## config.mk

```make
export PLATFORM = sky130hd
export DESIGN_NAME = wtp_watchdog
export DESIGN_NICKNAME = d
export VERILOG_FILES = /design/src/verilog/wtp_pkg.sv /design/src/verilog/wtp_watchdog.sv
export SDC_FILE = /design/constraint.sdc
export NUM_CORES = 1
export LEC_CHECK = 0
export ABC_AREA = 1
export BUFFER_PORTS_ARGS = -buffer_cell sky130_fd_sc_hd__buf_2
export CORE_UTILIZATION = 41
export CTS_BUF_LIST = sky130_fd_sc_hd__clkbuf_2 sky130_fd_sc_hd__clkbuf_4 sky130_fd_sc_hd__clkbuf_8
export DETAILED_ROUTE_END_ITERATION = 6
export PLACE_DENSITY = 0.71
export SLEW_MARGIN = 10
export SYNTH_ARGS = -nofsm -noshare
export SYNTH_HDL_FRONTEND = slang
export SYNTH_SLANG_ARGS = --single-unit
```

## constraint.sdc

```tcl
create_clock -name CORE_CLK -period 3.3 [get_ports CORE_CLK]
set_clock_uncertainty 0.1 [all_clocks]
set_input_delay 0.33 -clock CORE_CLK [delete_from_list [all_inputs] [get_ports CORE_CLK]]
set_output_delay 0.33 -clock CORE_CLK [all_outputs]
set_load 0.01 [all_outputs]
```

## src/verilog/wtp_pkg.sv

```systemverilog
`default_nettype none
package wtp_pkg;

   // Counter geometry
   localparam int CNT_W   = 8;
   localparam int PRE_W   = 8;
   localparam int RATIO_W = 3;
   localparam int IRQ_W   = 2;

   // Nominal base timeout, reached by one full pass of the counter
   localparam int BASE_PERIOD_US = 18000;
   localparam int RC_TICK_NS     = (BASE_PERIOD_US * 1000) / (2 ** CNT_W);
   localparam int CORE_PERIOD_NS = 40;
   // Core cycles per oscillator tick, rounded down
   localparam int RC_TICK_CYCLES = RC_TICK_NS / CORE_PERIOD_NS;

   // Register byte offsets
   localparam logic [4:0] OFS_CTRL     = 5'h00;
   localparam logic [4:0] OFS_STATUS   = 5'h04;
   localparam logic [4:0] OFS_COUNT    = 5'h08;
   localparam logic [4:0] OFS_IRQ_STAT = 5'h0c;
   localparam logic [4:0] OFS_IRQ_MASK = 5'h10;

   // Field positions
   localparam int CTRL_RATIO_LSB = 0;
   localparam int CTRL_ASSIGN    = 3;
   localparam int COUNT_PRE_LSB  = 8;
   localparam int IRQ_RESET_BIT  = 0;
   localparam int IRQ_WAKE_BIT   = 1;

   // Control reset value and last counter value
   localparam logic [3:0]       CTRL_RESET = 4'hf;
   localparam logic [CNT_W-1:0] CNT_LAST   = 8'hff;

   typedef struct packed {
      logic               to_wdt;
      logic [RATIO_W-1:0] ratio;
   } wtp_ctrl_type;

   typedef struct packed {
      logic fuse_on;
      logic sleeping;
      logic powerdown_n;
      logic timeout_n;
   } wtp_flags_type;

   typedef enum {RUN_ST, SLEEP_ST} wtp_state_type;

endpackage : wtp_pkg
`default_nettype wire

```

## src/verilog/wtp_watchdog.sv

```systemverilog
// Function
// - Counts oscillator ticks, also during sleep
// - Timeout while running resets the device
// - Timeout while asleep wakes the device
// - Fuse at zero disables watchdog until next reset
// - Base timeout is one full counter pass
// - Software prescaler up to one in 128
// - Clear or sleep zero counter, and prescaler when assigned to watchdog
// - Timeout clears the timeout flag
// - Clear instruction sets both status flags
// - Wake-up keeps control and interrupt mask register contents unchanged
//
// Design decisions made here: the address map and the Avalon-MM register port.
`timescale 1ns/1ns
`default_nettype none
module wtp_watchdog
   import wtp_pkg::*;
(
   // Clock and reset
   input  wire logic        CORE_CLK,
   input  wire logic        RESET,
   // Avalon-MM slave
   input  wire logic [4:0]  AVS_ADDRESS,
   input  wire logic        AVS_READ,
   input  wire logic        AVS_WRITE,
   input  wire logic [31:0] AVS_WRITEDATA,
   input  wire logic [3:0]  AVS_BYTEENABLE,
   output logic      [31:0] AVS_READDATA,
   output logic             AVS_WAITREQUEST,
   // Oscillator and fuse pins
   input  wire logic        RC_OSC_IN,
   input  wire logic        WATCHDOG_ENABLE_FUSE,
   // Core side
   input  wire logic        WATCHDOG_CLEAR_INSTRUCTION,
   input  wire logic        SLEEP_INSTRUCTION,
   output logic             DEVICE_RESET,
   output logic             WAKEUP,
   output logic             MAIN_CLOCK_RUN,
   output logic             TIMEOUT_STATUS_FLAG_N,
   output logic             POWERDOWN_STATUS_FLAG_N,
   // Interrupt
   output logic             IRQ
);

   logic                rc_q1_reg, rc_q2_reg, rc_q3_reg;
   logic                fuse_q1_reg, fuse_q2_reg;
   logic                armed_reg, fuse_en_reg;
   logic                rc_edge, tick_en, to_evt, clr_evt, wd_run;
   logic [CNT_W-1:0]    cnt_reg;
   logic [PRE_W-1:0]    pre_reg;
   wtp_ctrl_type        ctrl_reg;
   wtp_flags_type       flags;
   logic                timeout_n_reg, powerdown_n_reg;
   wtp_state_type       state_reg;
   logic                dev_reset_reg, wakeup_reg;
   logic                ack_reg;
   logic [31:0]         rdata_reg, rdata_next;
   logic                wr_en;
   logic [IRQ_W-1:0]    irq_stat_reg, irq_mask_reg, irq_set;

   function automatic logic [PRE_W-1:0] ratio_mask(input logic [RATIO_W-1:0] r);
      ratio_mask = PRE_W'((1 << r) - 1);
   endfunction : ratio_mask

   // Oscillator pin into core domain, kept running through reset so no false edge follows it
   always_ff @(posedge CORE_CLK) begin
      rc_q1_reg <= RC_OSC_IN;
      rc_q2_reg <= rc_q1_reg;
      rc_q3_reg <= rc_q2_reg;
   end

   assign rc_edge = rc_q2_reg & ~rc_q3_reg;

   // Fuse captured once after reset release
   // Synchroniser runs during reset, so the pin level is valid at release
   always_ff @(posedge CORE_CLK) begin
      fuse_q1_reg <= WATCHDOG_ENABLE_FUSE;
      fuse_q2_reg <= fuse_q1_reg;
   end

   always_ff @(posedge CORE_CLK) begin
      if (RESET) begin
         armed_reg   <= 1'b0;
         fuse_en_reg <= 1'b0;
      end else begin
         armed_reg   <= 1'b1;
         if (!armed_reg && fuse_q1_reg == fuse_q2_reg) begin
            fuse_en_reg <= fuse_q2_reg;
         end
      end
   end

   assign wd_run  = armed_reg & fuse_en_reg;
   assign clr_evt = WATCHDOG_CLEAR_INSTRUCTION
                  | (SLEEP_INSTRUCTION & (state_reg == RUN_ST));

   always_comb begin
      if (ctrl_reg.to_wdt) begin
         tick_en = rc_edge & ((pre_reg & ratio_mask(ctrl_reg.ratio))
                              == ratio_mask(ctrl_reg.ratio));
      end else begin
         tick_en = rc_edge;
      end
   end

   assign to_evt = wd_run & tick_en & ~clr_evt & (cnt_reg == CNT_LAST);

   // Prescaler and counter
   always_ff @(posedge CORE_CLK) begin
      if (RESET || dev_reset_reg) begin
         pre_reg <= '0;
      end else if (clr_evt && ctrl_reg.to_wdt) begin
         pre_reg <= '0;
      end else if (wd_run && ctrl_reg.to_wdt && rc_edge) begin
         pre_reg <= pre_reg + PRE_W'(1);
      end
   end

   always_ff @(posedge CORE_CLK) begin
      if (RESET || dev_reset_reg) begin
         cnt_reg <= '0;
      end else if (clr_evt) begin
         cnt_reg <= '0;
      end else if (wd_run && tick_en) begin
         cnt_reg <= cnt_reg + CNT_W'(1);
      end
   end

   // Run and sleep
   always_ff @(posedge CORE_CLK) begin
      if (RESET) begin
         state_reg <= RUN_ST;
      end else begin
         unique case (state_reg)
            RUN_ST: begin
               if (SLEEP_INSTRUCTION && !to_evt) begin
                  state_reg <= SLEEP_ST;
               end
            end
            SLEEP_ST: begin
               if (to_evt) begin
                  state_reg <= RUN_ST;
               end
            end
         endcase
      end
   end

   // Reset and wake pulses
   always_ff @(posedge CORE_CLK) begin
      if (RESET) begin
         dev_reset_reg <= 1'b0;
         wakeup_reg    <= 1'b0;
      end else begin
         dev_reset_reg <= to_evt & (state_reg == RUN_ST);
         wakeup_reg    <= to_evt & (state_reg == SLEEP_ST);
      end
   end

   // Status flags, both high after power-on
   always_ff @(posedge CORE_CLK) begin
      if (RESET) begin
         timeout_n_reg   <= 1'b1;
         powerdown_n_reg <= 1'b1;
      end else if (to_evt) begin
         timeout_n_reg <= 1'b0;
         if (state_reg == RUN_ST) begin
            powerdown_n_reg <= 1'b1;
         end
      end else if (WATCHDOG_CLEAR_INSTRUCTION) begin
         timeout_n_reg   <= 1'b1;
         powerdown_n_reg <= 1'b1;
      end else if (SLEEP_INSTRUCTION && state_reg == RUN_ST) begin
         timeout_n_reg   <= 1'b1;
         powerdown_n_reg <= 1'b0;
      end
   end

   // Option register: reloaded by a watchdog reset, kept on wake-up
   always_ff @(posedge CORE_CLK) begin
      if (RESET || dev_reset_reg) begin
         ctrl_reg <= wtp_ctrl_type'(CTRL_RESET);
      end else if (wr_en && AVS_ADDRESS == OFS_CTRL) begin
         ctrl_reg <= wtp_ctrl_type'(AVS_WRITEDATA[3:0]);
      end
   end

   // Bus slave: one wait cycle per access
   assign AVS_WAITREQUEST = (AVS_READ | AVS_WRITE) & ~ack_reg;
   assign wr_en           = AVS_WRITE & ack_reg & AVS_BYTEENABLE[0];

   assign flags = '{fuse_on:     fuse_en_reg,
                    sleeping:    state_reg == SLEEP_ST,
                    powerdown_n: powerdown_n_reg,
                    timeout_n:   timeout_n_reg};

   always_comb begin
      rdata_next = '0;
      unique case (AVS_ADDRESS)
         OFS_CTRL:     rdata_next[3:0]        = ctrl_reg;
         OFS_STATUS:   rdata_next[3:0]        = flags;
         OFS_COUNT:    rdata_next[15:0]       = {pre_reg, cnt_reg};
         OFS_IRQ_STAT: rdata_next[IRQ_W-1:0]  = irq_stat_reg;
         OFS_IRQ_MASK: rdata_next[IRQ_W-1:0]  = irq_mask_reg;
         default:      rdata_next             = '0;
      endcase
   end

   always_ff @(posedge CORE_CLK) begin
      if (RESET) begin
         ack_reg   <= 1'b0;
         rdata_reg <= '0;
      end else begin
         ack_reg <= (AVS_READ | AVS_WRITE) & ~ack_reg;
         if (AVS_READ && !ack_reg) begin
            rdata_reg <= rdata_next;
         end
      end
   end

   // Interrupt status, set wins over write-one-clear
   assign irq_set = {wakeup_reg, dev_reset_reg};

   always_ff @(posedge CORE_CLK) begin
      if (RESET) begin
         irq_stat_reg <= '0;
         irq_mask_reg <= '0;
      end else begin
         if (wr_en && AVS_ADDRESS == OFS_IRQ_STAT) begin
            irq_stat_reg <= (irq_stat_reg & ~AVS_WRITEDATA[IRQ_W-1:0]) | irq_set;
         end else begin
            irq_stat_reg <= irq_stat_reg | irq_set;
         end
         if (wr_en && AVS_ADDRESS == OFS_IRQ_MASK) begin
            irq_mask_reg <= AVS_WRITEDATA[IRQ_W-1:0];
         end
      end
   end

   assign AVS_READDATA            = rdata_reg;
   assign IRQ                     = |(irq_stat_reg & irq_mask_reg);
   assign DEVICE_RESET            = dev_reset_reg;
   assign WAKEUP                  = wakeup_reg;
   assign MAIN_CLOCK_RUN          = state_reg == RUN_ST;
   assign TIMEOUT_STATUS_FLAG_N   = timeout_n_reg;
   assign POWERDOWN_STATUS_FLAG_N = powerdown_n_reg;
endmodule : wtp_watchdog
`default_nettype wire

```

==> out/results.txt <==
overall routing resource usage - 0.173
cell mode on critical path - nand2_1
Max stage delay on crit path - 380 ps
hpwl dp - 3800 µm
area grow syn2layout - 12.6%
CP Max Fanout - 6
final hold violations - 0
startpoint types - flip-flop
n_diodes - 0
Die W - 79.3 µm
Via-to-Cell Ratio - 4.86
worst-path cell chain - nor2_1 > nand2_1 > ha_1 > inv_1 > o21ai_1 > nand2_1 > nor2_1 > nor2_1 > nand2_1 > nand2_2 > nand4_1 > o21ai_0 > nand2_1
CTS buffer count - 5
num ports - 88
worst-skew pair later-pin latency - 300 ps
gp weighted congestion - 0.807
static leakage - 1.28 nW
proportion of layout cells with a drive suffix above 1 - 0.155
RSZ-0062 raised after global routing - no
die area - 0.00629 mm²
cell count after synthesis - 338
worst relative slew slack - 0.585
Period Utilization, post-route - 0.622
register bit total from synthesis - 53
drt wl/cell - 11.2 µm
MaxCap Viol Count - 0
row cnt - 27
CTS Sinks - 53
sequential area share after synthesis - 0.433
max reg flops - 16
Worst EP required - 3390 ps
critical path type - reg -> reg
Ys Warns - 0
Final Max Slew Viols - 0
Root Buffer - clkbuf_8
Post-CTS Hold Fix Bufs - 0
register area - 0.00106 mm²
initial antenna violation count - 0
core footprint - 0.00564 mm²
Setup TNS Final - 0 ps
first-pass GRT wire length - 8560 µm
Tmin final - 2050 ps
# fillers - 574
vias in the first global route - 1914
Yosys cell types - 31
f_max - 487 MHz
Port Buffer Count - 40
PwrDens - 411 mW/mm²
area of the multi-input gates - 0.00117 mm²
post-synthesis cell area - 0.00245 mm²
Post-CTS Resized - 0
final core area utilization - 0.489
final setup fails - 0
slew at the pin closest to its max-slew limit - 617 ps
Crit. End Element - flip-flop
Worst-path clk slew - 90 ps
nets - 432
GR Overflow Total - 0
number of setup buffers added after CTS - 0
remaining antenna violation count - 0
drt total wl - 5050 µm
Iter 0 DRT Violations - 108
type of the worst min-delay path - in -> reg
DR pass1 iterations - 4
arrival time of the worst setup path - 2140 ps
H-tree depth - 2
routed vias - 2198
CTS Buffer Depth - 2
TritonCTS clock tree - yes
Avg Inst Size Synth - 7.24 µm²
# DRC - 0
die height - 79.3 µm
pin count of the biggest net entering global routing - 30
CP max-delay cell - dfxtp_1
status - finished clean
initial core utilization - 0.434
VDD IR max - 0.227 mV
logic make-up (layout without fill, tap and decap cells):
logic type | after synthesis | in the layout | share of synthesized area
flops | 53 | 53 | 0.433
fa+ha+maj | 3 | 3 | 0.0153
xor+xnor | 6 | 6 | 0.0215
other cells | 1 | 16 | 0.00153
buf+inv | 57 | 84 | 0.113
compound gates | 64 | 64 | 0.136
simple gates | 154 | 154 | 0.278
area by class of cell:
| class | instances | area share |
|---|---|---|
| tap | 72 | 0.0327 |
| multi-input combinational | 243 | 0.423 |
| sequential | 53 | 0.385 |
| timing repair buffer | 42 | 0.0781 |
| inverter | 35 | 0.0486 |
| clock buffer | 7 | 0.0327 |
worst paths after layout:
kind / startpoint / endpoint / slack, ps / cells after the start
max reg2reg: ctrl_reg[1] / POWERDOWN_STATUS_FLAG_N / 1250 / 13
max: ctrl_reg[1] / POWERDOWN_STATUS_FLAG_N / 1250 / 13
min: WATCHDOG_ENABLE_FUSE / fuse_q1_reg / 30 / 1
min reg2reg: rc_q1_reg / rc_q2_reg / 240 / 0
cell usage in the layout, fill, tap and decap left out, types with 2 or more instances in the layout:
| master | instances |
|---|---|
| xor2_1 | 4 |
| xnor2_1 | 2 |
| ha_1 | 3 |
| a21oi_1 | 32 |
| conb_1 | 16 |
| dfxtp_1 | 53 |
| o21ai_0 | 26 |
| nor2_1 | 34 |
| nand2_2 | 3 |
| buf_2 | 40 |
| nand2_1 | 74 |
| inv_1 | 33 |
| nor3b_1 | 2 |
| nor3_1 | 5 |
| nand4_1 | 6 |
| buf_4 | 2 |
| nand3_1 | 22 |
| nand2_4 | 2 |
| clkbuf_8 | 6 |
| nor4_1 | 3 |
synth_stat cells (all sizes together):
master	count	area, µm²
a21oi	33	169
a22o	1	8.76
a31oi	1	6.26
buf	17	125
clkbuf	5	18.8
conb	1	3.75
dfxtp	53	1060
ha	3	37.5
inv	35	134
nand2	79	319
nand3	22	110
nand3b	1	7.51
nand4	6	37.5
nor2	35	139
nor3	6	35.0
nor3b	2	15.0
nor4	3	18.8
o211ai	1	7.51
o21ai	27	135
o21bai	1	7.51
xnor2	2	17.5
xor2	4	35.0
worst max-delay path, delay by kind of cell (launching register included):
family / cells / cell delay, ps
compound gates: 2 / 250
fa+ha+maj: 1 / 260
buf+inv: 1 / 90
flops: 1 / 380
simple gates: 9 / 840
layer usage:
layer | track usage | up-vias | share of wire
li1 | - | 1150 | -
met1 | 0.227 | 979 | 0.49
met2 | 0.279 | 63 | 0.44
met3 | 0.0299 | 6 | 0.053
met4 | 0.0745 | 0 | 0.016
met5 | 0 | - | 0
power by group:
| part | switching [mW] | total, mW | internal, mW |
|---|---|---|---|
| Clock | 0.200 | 0.375 | 0.175 |
| Sequential | 0.00921 | 0.666 | 0.657 |
| Combinational | 0.0614 | 0.0923 | 0.0309 |
stage by stage:
step | cell area [µm²] | setup WS (ps) | cells | hold slack, ps | power [mW]
after floorplan | 2500 | 1480 | 353 | 210 | 0.751
after global placement | 2670 | 1300 | 445 | 215 | 0.772
after detailed placement | 2670 | 1260 | 445 | 223 | 0.774
after CTS | 2760 | 1240 | 452 | 17.8 | 1.15
after global routing | 2760 | 1030 | 452 | 9.87 | 1.19
final | 2760 | 1250 | 452 | 27.4 | 1.13
(Power assumes the default switching activity.)
